### src/hdl/ulm_pkg.sv
// Purpose: constants, register map and carriers for the line-mode block
// Assumes: 32-bit AXI4-Lite register access, one aligned word per register
// Notes:   offsets are byte addresses
package ulm_pkg;

  // Register byte offsets
  localparam logic [7:0] OFF_LINE_CONTROL     = 8'h00;
  localparam logic [7:0] OFF_LINE_MODE        = 8'h04;
  localparam logic [7:0] OFF_IRQ_ENABLE       = 8'h08;
  localparam logic [7:0] OFF_IRQ_DISABLE      = 8'h0C;
  localparam logic [7:0] OFF_IRQ_MASK         = 8'h10;
  localparam logic [7:0] OFF_CHANNEL_STATUS   = 8'h14;
  localparam logic [7:0] OFF_RECEIVE_HOLDING  = 8'h18;
  localparam logic [7:0] OFF_TRANSMIT_HOLDING = 8'h1C;
  localparam logic [7:0] OFF_BAUD_DIVIDER     = 8'h20;
  localparam logic [7:0] OFF_RX_TIMEOUT       = 8'h24;
  localparam logic [7:0] OFF_TX_TIMEGUARD     = 8'h28;
  localparam logic [7:0] OFF_CLOCK_RATIO      = 8'h40;
  localparam logic [7:0] OFF_ERROR_COUNT      = 8'h44;
  localparam logic [7:0] OFF_INFRARED_FILTER  = 8'h4C;

  // line_control command bits
  localparam int CMD_RST_RX  = 2;
  localparam int CMD_RST_TX  = 3;
  localparam int CMD_RX_EN   = 4;
  localparam int CMD_RX_DIS  = 5;
  localparam int CMD_TX_EN   = 6;
  localparam int CMD_TX_DIS  = 7;
  localparam int CMD_DTR_EN  = 16;
  localparam int CMD_DTR_DIS = 17;
  localparam int CMD_RTS_EN  = 18;
  localparam int CMD_RTS_DIS = 19;

  // line_mode fields
  localparam int MODE_LSB    = 0;
  localparam int CLKSEL_LSB  = 4;
  localparam int CHANNEL_MODE_FIELD_LSB  = 14;

  localparam logic [3:0] OPMODE_NORMAL  = 4'h0;
  localparam logic [3:0] OPMODE_RS485   = 4'h1;
  localparam logic [3:0] OPMODE_MODEM   = 4'h3;
  localparam logic [3:0] OPMODE_IRDA    = 4'h8;

  localparam logic [1:0] CLKSEL_DIV8    = 2'h1;
  localparam logic [1:0] CHANNEL_MODE_FIELD_NORMAL  = 2'h0;
  localparam logic [1:0] CHANNEL_MODE_FIELD_ECHO    = 2'h1;
  localparam logic [1:0] CHANNEL_MODE_FIELD_LOCAL   = 2'h2;
  localparam logic [1:0] CHANNEL_MODE_FIELD_REMOTE  = 2'h3;

  // channel_status fields
  localparam int CSR_TX_EMPTY   = 9;
  localparam int CSR_CHANGE_LSB = 16;
  localparam int CSR_LEVEL_LSB  = 20;

  // Reset values and timing counts
  localparam logic [10:0] CLOCK_RATIO_RESET = 11'h174;
  localparam logic [2:0]  PRESCALE_LAST     = 3'h7;
  localparam logic [3:0]  TICK_LAST         = 4'hF;
  localparam logic [3:0]  IR_PULSE_TICKS    = 4'h3;

  localparam logic [1:0]  RESP_OKAY         = 2'h0;
  localparam logic [1:0]  RESP_SLVERR       = 2'h2;

  // Modem inputs, bit 0 ring up to bit 3 clear-to-send
  typedef struct packed {
    logic cts;
    logic dcd;
    logic dsr;
    logic ri;
  } ulm_modem_t;

  // From the character engine, same clock
  typedef struct packed {
    logic       tx_serial;
    logic       tx_empty;
    logic       tx_busy;
    logic [8:0] rx_data;
    logic [7:0] err_count;
  } ulm_eng_in_t;

  // To the character engine
  typedef struct packed {
    logic       tx_enable;
    logic       rx_enable;
    logic       rx_serial;
    logic       tick16;
    logic       rst_tx;
    logic       rst_rx;
    logic       tx_load;
    logic [8:0] tx_data;
    logic       err_clear;
  } ulm_eng_out_t;

endpackage

### src/hdl/ulm_line_modes.sv
// Purpose: line modes of a serial transceiver: infrared, RS485, modem, test loops
// Assumes: character engine on the same clock; pins asynchronous
// Notes:   registers over AXI4-Lite; clk_en low freezes all state except the filter and timeguard clears on reset commands
// Function
// - Infrared filter is an 8-bit down counter loaded from infrared_filter.
// - Receive falling edge starts the counter, one step per master clock.
// - Receive rising edge while running stops and reloads the counter.
// - Counter at zero holds receiver input low for one bit period.
// - Operating mode 0x8 enables infrared modulator and demodulator.
// - Operating mode 0x1 enables RS485, other settings unchanged.
// - In RS485 mode RTS is the inverse of transmitter empty.
// - In RS485 mode RTS stays high through a programmed timeguard.
// - Operating mode 0x3 is modem mode with asynchronous framing.
// - Terminal-ready disable drives DTR high, enable drives it low.
// - In modem mode RTS is driven automatically.
// - Level change on RI, DSR, DCD or CTS sets its change flag.
// - Reading channel_status clears the change flags.
// - In modem mode inactive CTS disables transmitter after the current character.
// - Two-bit channel mode: normal, echo, local loop, remote loop.
// - Normal mode: receive pin to receiver, transmitter to transmit pin.
// - Echo mode: received bits go to transmit pin, receiver still runs.
// - Local loop: transmitter to receiver, transmit pin held high.
// - Remote loop: receive pin to transmit pin, transmitter and receiver off.
`timescale 1ns/100ps
module ulm_line_modes (
  input  wire logic                  aclk,
  input  wire logic                  aresetn,
  input  wire logic                  clk_en,
  input  wire logic [7:0]            awaddr,
  input  wire logic                  awvalid,
  output logic                       awready,
  input  wire logic [31:0]           wdata,
  input  wire logic [3:0]            wstrb,
  input  wire logic                  wvalid,
  output logic                       wready,
  output logic [1:0]                 bresp,
  output logic                       bvalid,
  input  wire logic                  bready,
  input  wire logic [7:0]            araddr,
  input  wire logic                  arvalid,
  output logic                       arready,
  output logic [31:0]                rdata,
  output logic [1:0]                 rresp,
  output logic                       rvalid,
  input  wire logic                  rready,
  input  wire logic                  rxd_pin,
  input  wire ulm_pkg::ulm_modem_t   modem_pins,
  output logic                       txd_pin,
  output logic                       rts_pin,
  output logic                       dtr_pin,
  output logic                       change_event,
  input  wire ulm_pkg::ulm_eng_in_t  eng_in,
  output ulm_pkg::ulm_eng_out_t      eng_out
);

  function automatic logic [31:0] strb_mask(input logic [3:0] s);
    strb_mask = {{8{s[3]}}, {8{s[2]}}, {8{s[1]}}, {8{s[0]}}};
  endfunction

  function automatic logic known_addr(input logic [7:0] a);
    case (a)
      ulm_pkg::OFF_LINE_CONTROL, ulm_pkg::OFF_LINE_MODE, ulm_pkg::OFF_IRQ_ENABLE,
      ulm_pkg::OFF_IRQ_DISABLE, ulm_pkg::OFF_IRQ_MASK, ulm_pkg::OFF_CHANNEL_STATUS,
      ulm_pkg::OFF_RECEIVE_HOLDING, ulm_pkg::OFF_TRANSMIT_HOLDING,
      ulm_pkg::OFF_BAUD_DIVIDER, ulm_pkg::OFF_RX_TIMEOUT, ulm_pkg::OFF_TX_TIMEGUARD,
      ulm_pkg::OFF_CLOCK_RATIO, ulm_pkg::OFF_ERROR_COUNT,
      ulm_pkg::OFF_INFRARED_FILTER: known_addr = 1'b1;
      default:                      known_addr = 1'b0;
    endcase
  endfunction

  // Registers
  logic [31:0]          line_mode;
  logic [15:0]          baud_divider;
  logic [15:0]          rx_timeout;
  logic [7:0]           tx_timeguard;
  logic [10:0]          clock_ratio_field;
  logic [7:0]           infrared_filter;
  logic [3:0]           irq_mask;
  logic [3:0]           change_flags;

  // Bus holding state
  logic                 aw_hold;
  logic                 w_hold;
  logic [7:0]           aw_addr_q;
  logic [31:0]          w_data_q;
  logic [3:0]           w_strb_q;
  logic                 wr_fire;
  logic                 rd_fire;
  logic [31:0]          wmask;
  logic [31:0]          cmd;
  logic                 csr_read;

  // Synchronisers
  logic                 rxd_meta;
  logic                 rxd_s;
  logic                 rxd_d;
  ulm_pkg::ulm_modem_t  modem_meta;
  ulm_pkg::ulm_modem_t  modem_s;
  ulm_pkg::ulm_modem_t  modem_d;

  // Line state
  logic [3:0]           op_mode;
  logic [1:0]           channel_mode_field;
  logic                 is_irda;
  logic [2:0]           pre_cnt;
  logic [15:0]          cd_cnt;
  logic                 tick16;
  logic [3:0]           bit_phase;
  logic                 bit_end;
  logic [7:0]           filt_cnt;
  logic                 filt_run;
  logic                 ir_low;
  logic [3:0]           ir_hold_cnt;
  logic                 tx_empty_d;
  logic                 tg_active;
  logic [7:0]           tg_cnt;
  logic                 tx_en;
  logic                 rx_en;
  logic                 rts_cmd;
  logic                 line_in;
  logic                 next_txd;
  logic                 next_rx;
  logic                 next_rts;

  assign op_mode = line_mode[ulm_pkg::MODE_LSB +: 4];
  assign channel_mode_field  = line_mode[ulm_pkg::CHANNEL_MODE_FIELD_LSB +: 2];
  assign is_irda = (op_mode == ulm_pkg::OPMODE_IRDA);
  assign wr_fire = aw_hold && w_hold && !bvalid;
  assign rd_fire = arvalid && arready;
  assign wmask   = strb_mask(w_strb_q);
  assign cmd     = (wr_fire && aw_addr_q == ulm_pkg::OFF_LINE_CONTROL) ? (w_data_q & wmask)
                                                                     : 32'h0000_0000;
  assign csr_read = rd_fire && (araddr == ulm_pkg::OFF_CHANNEL_STATUS);
  assign bit_end = tick16 && (bit_phase == ulm_pkg::TICK_LAST);

  // AXI write channel: address and data taken in either order
  always_ff @(posedge aclk)
  begin
    if (!aresetn)
    begin
      awready   <= 1'b0;
      wready    <= 1'b0;
      aw_hold   <= 1'b0;
      w_hold    <= 1'b0;
      aw_addr_q <= 8'h00;
      w_data_q  <= 32'h0000_0000;
      w_strb_q  <= 4'h0;
      bvalid    <= 1'b0;
      bresp     <= ulm_pkg::RESP_OKAY;
    end
    else if (clk_en)
    begin
      if (!aw_hold && !bvalid)
        awready <= !(awvalid && awready);
      if (!w_hold && !bvalid)
        wready <= !(wvalid && wready);
      if (awvalid && awready)
      begin
        aw_hold   <= 1'b1;
        aw_addr_q <= awaddr;
      end
      if (wvalid && wready)
      begin
        w_hold   <= 1'b1;
        w_data_q <= wdata;
        w_strb_q <= wstrb;
      end
      if (wr_fire)
      begin
        aw_hold <= 1'b0;
        w_hold  <= 1'b0;
        bvalid  <= 1'b1;
        bresp   <= known_addr(aw_addr_q) ? ulm_pkg::RESP_OKAY : ulm_pkg::RESP_SLVERR;
      end
      else if (bvalid && bready)
      begin
        bvalid  <= 1'b0;
        awready <= 1'b1;
        wready  <= 1'b1;
      end
    end
  end

  // Writable registers, byte enables honoured
  always_ff @(posedge aclk)
  begin
    if (!aresetn)
    begin
      line_mode         <= 32'h0000_0000;
      baud_divider      <= 16'h0000;
      rx_timeout        <= 16'h0000;
      tx_timeguard      <= 8'h00;
      clock_ratio_field <= ulm_pkg::CLOCK_RATIO_RESET;
      infrared_filter   <= 8'h00;
      irq_mask          <= 4'h0;
    end
    else if (clk_en && wr_fire)
    begin
      case (aw_addr_q)
        ulm_pkg::OFF_LINE_MODE:
          line_mode <= (line_mode & ~wmask) | (w_data_q & wmask);
        ulm_pkg::OFF_BAUD_DIVIDER:
          baud_divider <= (baud_divider & ~wmask[15:0]) | (w_data_q[15:0] & wmask[15:0]);
        ulm_pkg::OFF_RX_TIMEOUT:
          rx_timeout <= (rx_timeout & ~wmask[15:0]) | (w_data_q[15:0] & wmask[15:0]);
        ulm_pkg::OFF_TX_TIMEGUARD:
          tx_timeguard <= (tx_timeguard & ~wmask[7:0]) | (w_data_q[7:0] & wmask[7:0]);
        ulm_pkg::OFF_CLOCK_RATIO:
          clock_ratio_field <= (clock_ratio_field & ~wmask[10:0])
                               | (w_data_q[10:0] & wmask[10:0]);
        ulm_pkg::OFF_INFRARED_FILTER:
          infrared_filter <= (infrared_filter & ~wmask[7:0]) | (w_data_q[7:0] & wmask[7:0]);
        ulm_pkg::OFF_IRQ_ENABLE:
          irq_mask <= irq_mask | (w_data_q[ulm_pkg::CSR_CHANGE_LSB +: 4]
                                  & wmask[ulm_pkg::CSR_CHANGE_LSB +: 4]);
        ulm_pkg::OFF_IRQ_DISABLE:
          irq_mask <= irq_mask & ~(w_data_q[ulm_pkg::CSR_CHANGE_LSB +: 4]
                                   & wmask[ulm_pkg::CSR_CHANGE_LSB +: 4]);
        default:
          irq_mask <= irq_mask;
      endcase
    end
  end

  // AXI read channel, one cycle to answer
  always_ff @(posedge aclk)
  begin
    if (!aresetn)
    begin
      arready <= 1'b0;
      rvalid  <= 1'b0;
      rdata   <= 32'h0000_0000;
      rresp   <= ulm_pkg::RESP_OKAY;
    end
    else if (clk_en)
    begin
      if (rd_fire)
      begin
        arready <= 1'b0;
        rvalid  <= 1'b1;
        rresp   <= known_addr(araddr) ? ulm_pkg::RESP_OKAY : ulm_pkg::RESP_SLVERR;
        case (araddr)
          ulm_pkg::OFF_LINE_MODE:       rdata <= line_mode;
          ulm_pkg::OFF_IRQ_MASK:        rdata <= {12'h000, irq_mask, 16'h0000};
          ulm_pkg::OFF_CHANNEL_STATUS:
            rdata <= {8'h00, modem_s, change_flags, 6'h00, eng_in.tx_empty, 9'h000};
          ulm_pkg::OFF_RECEIVE_HOLDING: rdata <= {23'h000000, eng_in.rx_data};
          ulm_pkg::OFF_BAUD_DIVIDER:    rdata <= {16'h0000, baud_divider};
          ulm_pkg::OFF_RX_TIMEOUT:      rdata <= {16'h0000, rx_timeout};
          ulm_pkg::OFF_TX_TIMEGUARD:    rdata <= {24'h000000, tx_timeguard};
          ulm_pkg::OFF_CLOCK_RATIO:     rdata <= {21'h000000, clock_ratio_field};
          ulm_pkg::OFF_ERROR_COUNT:     rdata <= {24'h000000, eng_in.err_count};
          ulm_pkg::OFF_INFRARED_FILTER: rdata <= {24'h000000, infrared_filter};
          default:                      rdata <= 32'h0000_0000;
        endcase
      end
      else if (rvalid && rready)
      begin
        rvalid  <= 1'b0;
        arready <= 1'b1;
      end
      else if (!rvalid)
        arready <= 1'b1;
    end
  end

  // Two flip-flops before any logic sees a pin
  always_ff @(posedge aclk)
  begin
    if (!aresetn)
    begin
      rxd_meta   <= 1'b1;
      rxd_s      <= 1'b1;
      rxd_d      <= 1'b1;
      modem_meta <= '0;
      modem_s    <= '0;
      modem_d    <= '0;
    end
    else if (clk_en)
    begin
      rxd_meta   <= rxd_pin;
      rxd_s      <= rxd_meta;
      rxd_d      <= rxd_s;
      modem_meta <= modem_pins;
      modem_s    <= modem_meta;
      modem_d    <= modem_s;
    end
  end

  // Change flags; a change in the read cycle survives the clear
  always_ff @(posedge aclk)
  begin
    if (!aresetn)
    begin
      change_flags <= 4'h0;
      change_event <= 1'b0;
    end
    else if (clk_en)
    begin
      change_flags <= (change_flags & ~{4{csr_read}}) | (modem_s ^ modem_d);
      change_event <= |(change_flags & irq_mask);
    end
  end

  // Baud generator: 16 ticks per bit, divider 0 stops it
  always_ff @(posedge aclk)
  begin
    if (!aresetn)
    begin
      pre_cnt   <= 3'h0;
      cd_cnt    <= 16'h0000;
      tick16    <= 1'b0;
      bit_phase <= 4'h0;
    end
    else if (clk_en)
    begin
      pre_cnt <= pre_cnt + 3'h1;
      tick16  <= 1'b0;
      if (baud_divider == 16'h0000)
        cd_cnt <= 16'h0000;
      else if (line_mode[ulm_pkg::CLKSEL_LSB +: 2] != ulm_pkg::CLKSEL_DIV8
               || pre_cnt == ulm_pkg::PRESCALE_LAST)
      begin
        if (cd_cnt >= baud_divider - 16'h0001)
        begin
          cd_cnt <= 16'h0000;
          tick16 <= 1'b1;
        end
        else
          cd_cnt <= cd_cnt + 16'h0001;
      end
      if (tick16)
        bit_phase <= bit_phase + 4'h1;
    end
  end

  // Infrared receive filter
  always_ff @(posedge aclk)
  begin
    if (!aresetn || cmd[ulm_pkg::CMD_RST_RX])
    begin
      filt_cnt    <= 8'h00;
      filt_run    <= 1'b0;
      ir_low      <= 1'b0;
      ir_hold_cnt <= 4'h0;
    end
    else if (clk_en)
    begin
      if (!is_irda)
      begin
        filt_run <= 1'b0;
        ir_low   <= 1'b0;
      end
      else if (rxd_d && !rxd_s)
      begin
        filt_cnt <= infrared_filter;
        filt_run <= 1'b1;
      end
      else if (filt_run)
      begin
        if (!rxd_d && rxd_s)
        begin
          filt_run <= 1'b0;
          filt_cnt <= infrared_filter;
        end
        else if (filt_cnt == 8'h00)
        begin
          filt_run    <= 1'b0;
          filt_cnt    <= infrared_filter;
          ir_low      <= 1'b1;
          ir_hold_cnt <= 4'h0;
        end
        else
          filt_cnt <= filt_cnt - 8'h01;
      end
      if (ir_low && tick16)
      begin
        ir_hold_cnt <= ir_hold_cnt + 4'h1;
        if (ir_hold_cnt == ulm_pkg::TICK_LAST)
          ir_low <= 1'b0;
      end
    end
  end

  // Timeguard tail keeps the RS485 driver on
  always_ff @(posedge aclk)
  begin
    if (!aresetn || cmd[ulm_pkg::CMD_RST_TX])
    begin
      tx_empty_d <= 1'b1;
      tg_active  <= 1'b0;
      tg_cnt     <= 8'h00;
    end
    else if (clk_en)
    begin
      tx_empty_d <= eng_in.tx_empty;
      if (!eng_in.tx_empty)
        tg_active <= 1'b0;
      else if (!tx_empty_d && tx_timeguard != 8'h00)
      begin
        tg_active <= 1'b1;
        tg_cnt    <= tx_timeguard;
      end
      else if (tg_active && bit_end)
      begin
        tg_cnt <= tg_cnt - 8'h01;
        if (tg_cnt == 8'h01)
          tg_active <= 1'b0;
      end
    end
  end

  // Enables and modem outputs from commands
  always_ff @(posedge aclk)
  begin
    if (!aresetn)
    begin
      tx_en   <= 1'b0;
      rx_en   <= 1'b0;
      dtr_pin <= 1'b1;
      rts_cmd <= 1'b1;
    end
    else if (clk_en)
    begin
      if (cmd[ulm_pkg::CMD_RX_DIS] || cmd[ulm_pkg::CMD_RST_RX])
        rx_en <= 1'b0;
      else if (cmd[ulm_pkg::CMD_RX_EN])
        rx_en <= 1'b1;
      // CTS stop waits for a character gap so none is cut short; disable and reset commands stop at once
      if (cmd[ulm_pkg::CMD_TX_DIS] || cmd[ulm_pkg::CMD_RST_TX])
        tx_en <= 1'b0;
      else if (op_mode == ulm_pkg::OPMODE_MODEM && modem_s.cts && !eng_in.tx_busy)
        tx_en <= 1'b0;
      else if (cmd[ulm_pkg::CMD_TX_EN])
        tx_en <= 1'b1;
      if (cmd[ulm_pkg::CMD_DTR_DIS])
        dtr_pin <= 1'b1;
      else if (cmd[ulm_pkg::CMD_DTR_EN])
        dtr_pin <= 1'b0;
      if (cmd[ulm_pkg::CMD_RTS_DIS])
        rts_cmd <= 1'b1;
      else if (cmd[ulm_pkg::CMD_RTS_EN])
        rts_cmd <= 1'b0;
    end
  end

  // Pin routing per channel mode
  always_comb
  begin
    line_in  = is_irda ? !ir_low : rxd_s;
    next_txd = is_irda ? (!eng_in.tx_serial && bit_phase < ulm_pkg::IR_PULSE_TICKS)
                       : eng_in.tx_serial;
    next_rx  = line_in;
    case (channel_mode_field)
      ulm_pkg::CHANNEL_MODE_FIELD_NORMAL: next_txd = next_txd;
      ulm_pkg::CHANNEL_MODE_FIELD_ECHO:   next_txd = line_in;
      ulm_pkg::CHANNEL_MODE_FIELD_LOCAL:
      begin
        next_txd = 1'b1;
        next_rx  = eng_in.tx_serial;
      end
      ulm_pkg::CHANNEL_MODE_FIELD_REMOTE: next_txd = rxd_s;
      default:                next_txd = 1'b1;
    endcase
    case (op_mode)
      ulm_pkg::OPMODE_RS485: next_rts = !eng_in.tx_empty || tg_active;
      ulm_pkg::OPMODE_MODEM: next_rts = !tx_en;
      default:               next_rts = rts_cmd;
    endcase
  end

  // Registered pins and engine controls
  always_ff @(posedge aclk)
  begin
    if (!aresetn)
    begin
      txd_pin <= 1'b1;
      rts_pin <= 1'b1;
      eng_out <= '0;
    end
    else if (clk_en)
    begin
      txd_pin           <= next_txd;
      rts_pin           <= next_rts;
      eng_out.tx_enable <= tx_en && channel_mode_field != ulm_pkg::CHANNEL_MODE_FIELD_REMOTE;
      eng_out.rx_enable <= rx_en && channel_mode_field != ulm_pkg::CHANNEL_MODE_FIELD_REMOTE;
      eng_out.rx_serial <= next_rx;
      eng_out.tick16    <= tick16;
      eng_out.rst_tx    <= cmd[ulm_pkg::CMD_RST_TX];
      eng_out.rst_rx    <= cmd[ulm_pkg::CMD_RST_RX];
      eng_out.tx_load   <= wr_fire && aw_addr_q == ulm_pkg::OFF_TRANSMIT_HOLDING;
      if (wr_fire && aw_addr_q == ulm_pkg::OFF_TRANSMIT_HOLDING)
        eng_out.tx_data <= w_data_q[8:0];
      eng_out.err_clear <= rd_fire && araddr == ulm_pkg::OFF_ERROR_COUNT;
    end
  end

endmodule

### config.mk
export PLATFORM = sky130hd
export DESIGN_NAME = ulm_line_modes
export DESIGN_NICKNAME = d
export VERILOG_FILES = /design/src/hdl/ulm_pkg.sv /design/src/hdl/ulm_line_modes.sv
export SDC_FILE = /design/constraint.sdc
export NUM_CORES = 1
export LEC_CHECK = 0
export BUFFER_PORTS_ARGS = -buffer_cell sky130_fd_sc_hd__buf_4
export CELL_PAD_IN_SITES_DETAIL_PLACEMENT = 1
export CELL_PAD_IN_SITES_GLOBAL_PLACEMENT = 2
export CORE_ASPECT_RATIO = 0.9
export CORE_UTILIZATION = 35
export CTS_BUF_LIST = sky130_fd_sc_hd__clkbuf_4 sky130_fd_sc_hd__clkbuf_8
export DETAILED_ROUTE_END_ITERATION = 12
export GPL_TIMING_DRIVEN = 0
export PLACE_DENSITY = 0.84
export SLEW_MARGIN = 15
export SYNTH_ARGS = -nofsm -noshare
export SYNTH_HDL_FRONTEND = slang
export SYNTH_SLANG_ARGS = --single-unit
### constraint.sdc
create_clock -name aclk -period 6.05 [get_ports aclk]
set_input_delay 0.9075 -clock aclk [delete_from_list [all_inputs] [get_ports aclk]]
set_output_delay 0.9075 -clock aclk [all_outputs]
set_load 0.02 [all_outputs]
==> flow_summary.json, run 1 <==
{
  "via_per_inst": 5.45,
  "cap_violations": 0,
  "cts_setup_buffers": 0,
  "status": "finished clean",
  "fin_skew_ps": 36.2,
  "clkSinkCount": 271,
  "critPathRequiredTime_ps": 6570,
  "grt.total_usage_pct": 25.4,
  "totalWireLength_um": 45500,
  "finalHoldViolations": 0,
  "min_period_ps": 4040,
  "crit_type": "flip-flop to flip-flop",
  "ys_types": 73,
  "drc": 0,
  "syn_area_um2": 12400,
  "drt-met1-wl_um": 21100,
  "async_reset_ff_share_pct": 0,
  "dieArea_um2": 36100,
  "cts_buffer_depth": 3,
  "tns_ps": 0,
  "critPathMaxStageDelay_ps": 840,
  "antenna_found_initial": 0,
  "area_growth_pct": 21.4,
  "p_comb_share_pct": 5.8,
  "ctsRootBufferMaster": "clkbuf_8",
  "pwr-share-clk_pct": 46.7,
  "top_layer": "met4",
  "finalSetupViolations": 0,
  "synth_flop_cell": "dfxtp_1",
  "slew_headroom_pct": 22.6,
  "leakage_nw": 6.00,
  "cts_resized": 0,
  "dp_hpwl_um": 33900,
  "cts_tree": "built",
  "core_area_um2": 34400,
  "ys_seq_area_share_pct": 43.9,
  "yosysWarnings": 0,
  "crit_path_top_delay_cell": "a2111oi_2",
  "port_buffers": 141,
  "grt_overflow_total": 0,
  "regArea_um2": 5430,
  "antenna_cells": 0,
  "hold_path.class": "flip-flop to flip-flop",
  "cts_max_level": 2,
  "startpoint_type": "flip-flop",
  "end_kind": "flip-flop",
  "seq_power_share_pct": 47.5,
  "path_cells": "nor4_2 -> nand2_1 -> or3_1 -> nor3_1 -> xnor2_1 -> ha_1 -> nand4_1 -> nor2_1 -> a2111oi_2 -> a31oi_1 -> clkbuf_1 -> a21oi_1",
  "wl_met3_um": 3070,
  "initialDrtViolationCount": 659,
  "fin_util_pct": 43.7,
  "grt_setup_unrepaired": "no",
  "synth_top_area_share_pct": 43.9,
  "ios": 147,
  "switching_share_pct": 24.9,
  "p_per_area_nw_per_um2": 256,
  "ant_nets": 0,
  "drive_gt1_share_pct": 15.2,
  "synth-edff-count": 0,
  "p_int_mw": 2.89,
  "ctsHoldBuffers": 0,
  "cts_buffers": 49,
  "ir_drop_mv": 0.139,
  "synth_area_leaders": "dfxtp_1 (44%), nand2_1 (8.0%), mux2i_1 (7.3%)",
  "synth.most_common_cell": "dfxtp_1",
  "clkTransAtPathRegs_ps": 60,
  "cp_max_fo": 10,
  "wl_per_cell_um": 21.0,
  "finalWeightedCongestion": 0.890,
  "tightest_slew_ps": 1160,
  "grt_max_degree": 14,
  "grt_pass1_vias": 11827,
  "avgSynthCellArea_um2": 8.33,
  "fp.dieH_um": 180,
  "synthTopCellsByCount": "dfxtp_1 (271), nand2_1 (264), a21oi_1 (152)",
  "row_count": 64,
  "fillers": 4120,
  "multiInputGateArea_um2": 6480,
  "arrival_ps": 4560,
  "vias": 11835,
  "start_util_pct": 36.0,
  "yosys.area.top_type": "dfxtp_1",
  "layout.nets": 1788,
  "die_w_um": 200,
  "clock_latency_ps": 620,
  "period_share_pct": 66.8,
  "drv_slew": 0,
  "drtPass1Iterations": 7,
  "ys_ff_latch": 271,
  "p_sw_mw": 0.958,
  "grt_pass1_wl_um": 70000,
  "fmax_mhz": 248,
  "postSynthCellCount": 1484,
  "wl_met2_um": 20100
}
[through the flow]
stage               worst slack (ps)  hold slack, ps  power [mW]  std cells  area, um2
global route                    1620             475        4.00       2170      15000
global placement                2060             441        2.08       2088      14000
detailed placement              1990             448        2.08       2088      14000
CTS                             1980             455        3.88       2170      15000
finish                          2010             450        3.84       2170      15000
floorplan                       2810             431        1.96       1485      12400
[power groups by stage]
| stage | clock (mW) | sequential [mW] | combinational [mW] |
|---|---|---|---|
| detailed placement | 0 | 1.86 | 0.222 |
| CTS | 1.84 | 1.82 | 0.223 |
| global route | 1.93 | 1.82 | 0.242 |
| floorplan | 0 | 1.86 | 0.103 |
| global placement | 0 | 1.86 | 0.219 |
| finish | 1.80 | 1.82 | 0.223 |
[critical path, delay by kind of cell (launching register included)]
kind / cells / cell delay (ps)
and+or+nand+nor: 6 / 1510
AOI/OAI and AO/OA: 3 / 1320
DFF: 1 / 380
buffers and inverters: 1 / 320
adders and majority gates: 1 / 270
xor gates and xnor gates: 1 / 160
[logic make-up after synthesis]
logic type | after synthesis | share of synthesized area [%]
flops | 271 | 43.9
compound gates | 337 | 16.9
mux | 94 | 7.66
simple gates | 614 | 23.2
other cells | 1 | 0.0304
fa+ha+maj | 26 | 2.63
buf+inv | 113 | 3.69
xor+xnor | 28 | 1.98
[path summary, 6_finish.rpt]
| kind | startpoint | to | slack (ps) | depth (start not counted) |
|---|---|---|---|---|
| max | flip-flop | cd_cnt[11] | 2010 | 12 |
| min | w_data_q[21] | flip-flop | 450 | 2 |
| max reg2reg | flip-flop | cd_cnt[11] | 2010 | 12 |
| min reg2reg | w_data_q[21] | flip-flop | 450 | 2 |
[cell type report]
class	instances	share of cell area [%]
Multi-Input combinational cell	1101	43.2
Sequential cell	271	36.2
Clock inverter	6	0.267
Buffer	94	2.56
Inverter	19	0.475
Timing Repair Buffer	141	7.06
Tap cell	462	3.85
Clock buffer	76	6.39
[cell usage in the layout, fill, tap and decap left out, drive strengths merged, types with 5 or more instances in the layout]
cell	n
o21ai	54
dfxtp	271
nand4	16
nor3	21
nand3	42
o211ai	13
nand2	264
nor2b	17
nand2b	9
a22o	20
or3	12
and2	12
clkbuf	150
xor2	18
nor4b	6
a211oi	9
inv	21
a21oi	152
nand3b	5
xnor2	10
buf	161
a32oi	5
nor2	152
a2bb2oi	5
nor4	17
ha	26
or4	10
a22oi	25
a31oi	12
mux2i	90
and3	7
nor3b	7
[metal layers]
metal  vias to the layer above  global-route usage [%]
li1                       5637                       -
met1                      5761                    35.2
met3                        86                    4.87
met5                         -                       0
met2                       351                    39.6
met4                         0                    8.09
No activity file was read; power rests on OpenSTA's default activity.
==> inputs of run 2 (changes only) <==
- clock period: 6.05 -> 3.9 ns (I/O delays scaled with it)
==> run 2 against run 1 <==
- count of clock-buffer cells in the layout did not move
- sequential power rose by 55%
- critical path depth fell by 1
- cell area rose by 0.34%
- hold slack got worse by 240 ps
- first-iteration DRC count fell by 1.2%
- via count fell by 0.26%
- register-to-register slack got worse by 1800 ps
- combinational power rose by 56%
- critical endpoint is now tick16
==> flow_summary.json, run 2 (synthesized netlist as in run 1, its figures left out) <==
{
  "status": "finished clean",
  "ir_drop_mv": 0.215,
  "leakage_nw": 6.04,
  "dp_hpwl_um": 33900,
  "finalHoldViolations": 0,
  "path_cells": "nor4_1 -> nand2b_1 -> or3_1 -> nor3_1 -> xnor2_1 -> ha_1 -> nand4_1 -> a211oi_1 -> a32oi_2 -> a21boi_0 -> o21a_1",
  "fp.dieH_um": 180,
  "drive_gt1_share_pct": 15.4,
  "grt_max_degree": 14,
  "grt_pass1_vias": 11836,
  "ant_nets": 0,
  "crit_type": "flip-flop to flip-flop",
  "path_depth": 11,
  "hold_path.class": "input port to flip-flop",
  "p_comb_share_pct": 5.8,
  "via_per_inst": 5.43,
  "r2r_end": "tick16",
  "drc": 0,
  "layout.nets": 1790,
  "fillers": 4117,
  "wl_per_cell_um": 20.9,
  "critPathRequiredTime_ps": 4440,
  "antenna_cells": 0,
  "switching_share_pct": 24.9,
  "cts_max_level": 2,
  "start_util_pct": 36.0,
  "finalSetupViolations": 0,
  "r2r_slack_ps": 230,
  "area_growth_pct": 21.8,
  "arrival_ps": 4210,
  "die_w_um": 200,
  "p_int_mw": 4.48,
  "crit_path_top_delay_cell": "a21boi_0",
  "dieArea_um2": 36100,
  "cap_violations": 0,
  "hold_path.startpoint": "rxd_pin",
  "fin_skew_ps": 35.9,
  "crit_family": "compound AO/OA/AOI/OAI gates",
  "fmax_mhz": 273,
  "clock_latency_ps": 610,
  "cts_tree": "built",
  "seq_power_share_pct": 47.5,
  "grt_overflow_total": 0,
  "tightest_slew_ps": 1130,
  "endpoint": "tick16",
  "ctsRootBufferMaster": "clkbuf_8",
  "grt_setup_unrepaired": "no",
  "slew_headroom_pct": 24.5,
  "cts_buffer_depth": 3,
  "period_share_pct": 94.1,
  "grt_pass1_wl_um": 70000,
  "antenna_found_initial": 0,
  "reg2regPathDepth": 11,
  "ctsHoldBuffers": 0,
  "mostFrequentLayoutCell": "dfxtp_1",
  "startpoint_type": "flip-flop",
  "min_period_ps": 3670,
  "vias": 11804,
  "multiInputGateArea_um2": 6520,
  "layout_common_cells": "dfxtp_1 (271), nand2_1 (264), a21oi_1 (152)",
  "drv_slew": 0,
  "end_kind": "flip-flop",
  "critPathMaxStageDelay_ps": 600,
  "ios": 147,
  "core_area_um2": 34400,
  "clkTransAtPathRegs_ps": 60,
  "hold_path_depth": 3,
  "cp_max_fo": 9,
  "p_total_mw": 5.96,
  "crit_buf_inv": 0,
  "p_sw_mw": 1.48,
  "grt.total_usage_pct": 25.4,
  "cts_buffers": 49,
  "regArea_um2": 5430,
  "finalWeightedCongestion": 0.890,
  "fin_hold_ws_ps": 209,
  "initialDrtViolationCount": 651,
  "port_buffers": 141,
  "drtPass1Iterations": 5,
  "clkSinkCount": 271,
  "totalWireLength_um": 45500,
  "pwr-share-clk_pct": 46.7,
  "row_count": 64,
  "p_per_area_nw_per_um2": 396
}
-- run 2: per-layer routing --
| layer | up-vias | share of wire (%) | track usage [%] |
|---|---|---|---|
| met2 | 352 | 44 | 39.6 |
| met4 | 0 | 2.9 | 7.97 |
| met3 | 86 | 6.6 | 5.07 |
| li1 | 5641 | - | - |
| met5 | - | 0 | 0 |
| met1 | 5725 | 46 | 35.1 |
-- run 2: worst min-delay path by stage --
stage / to / slack [ps]
global placement: flip-flop / 440
detailed placement: flip-flop / 450
finish: rxd_meta / 210
floorplan: flip-flop / 430
CTS: rxd_meta / 190
global route: w_data_q[4] / 210
-- run 2: stage by stage --
stage | setup WS, ps | TNS (ps) | cell area (um2) | std cells | util [%]
final | 231 | 0 | 15100 | 2172 | 43.8
after CTS | 33.2 | 0 | 15000 | 2170 | 43.7
after floorplan | 662 | 0 | 12400 | 1485 | -
after global routing | 17.3 | 0 | 15100 | 2172 | 43.8
after detailed placement | -156 | -1540 | 14000 | 2088 | 40.7
after global placement | -68.8 | -549 | 14000 | 2088 | 40.7
-- run 2: worst register-to-register path, cell delays in order (launching register included) --
cell	delay [ps]
dfxtp_1	390
nor4_1	440
nand2b_1	180
or3_1	410
nor3_1	190
xnor2_1	100
ha_1	310
nand4_1	190
a211oi_1	290
a32oi_2	310
a21boi_0	600
o21a_1	220
-- run 2: final cells by class --
class / instances / area share, %
Sequential cell: 271 / 36.0
Tap cell: 462 / 3.84
Multi-Input combinational cell: 1101 / 43.3
Buffer: 94 / 2.56
Inverter: 19 / 0.474
Clock buffer: 76 / 6.37
Timing Repair Buffer: 143 / 7.13
Clock inverter: 6 / 0.266
-- run 2: repair_timing --
item	CTS	global route
resized for setup	2	3
pin swaps	0	1
cloned	0	0
endpoints found under the setup margin	11	13
setup buffers	0	2
-- run 2: power by group through the flow --
stage,Clock (mW),Sequential (mW),Combinational [mW]
after global routing,2.99,2.83,0.377
after floorplan,0,2.89,0.160
after CTS,2.85,2.83,0.346
after global placement,0,2.89,0.340
final,2.78,2.83,0.347
after detailed placement,0,2.89,0.344
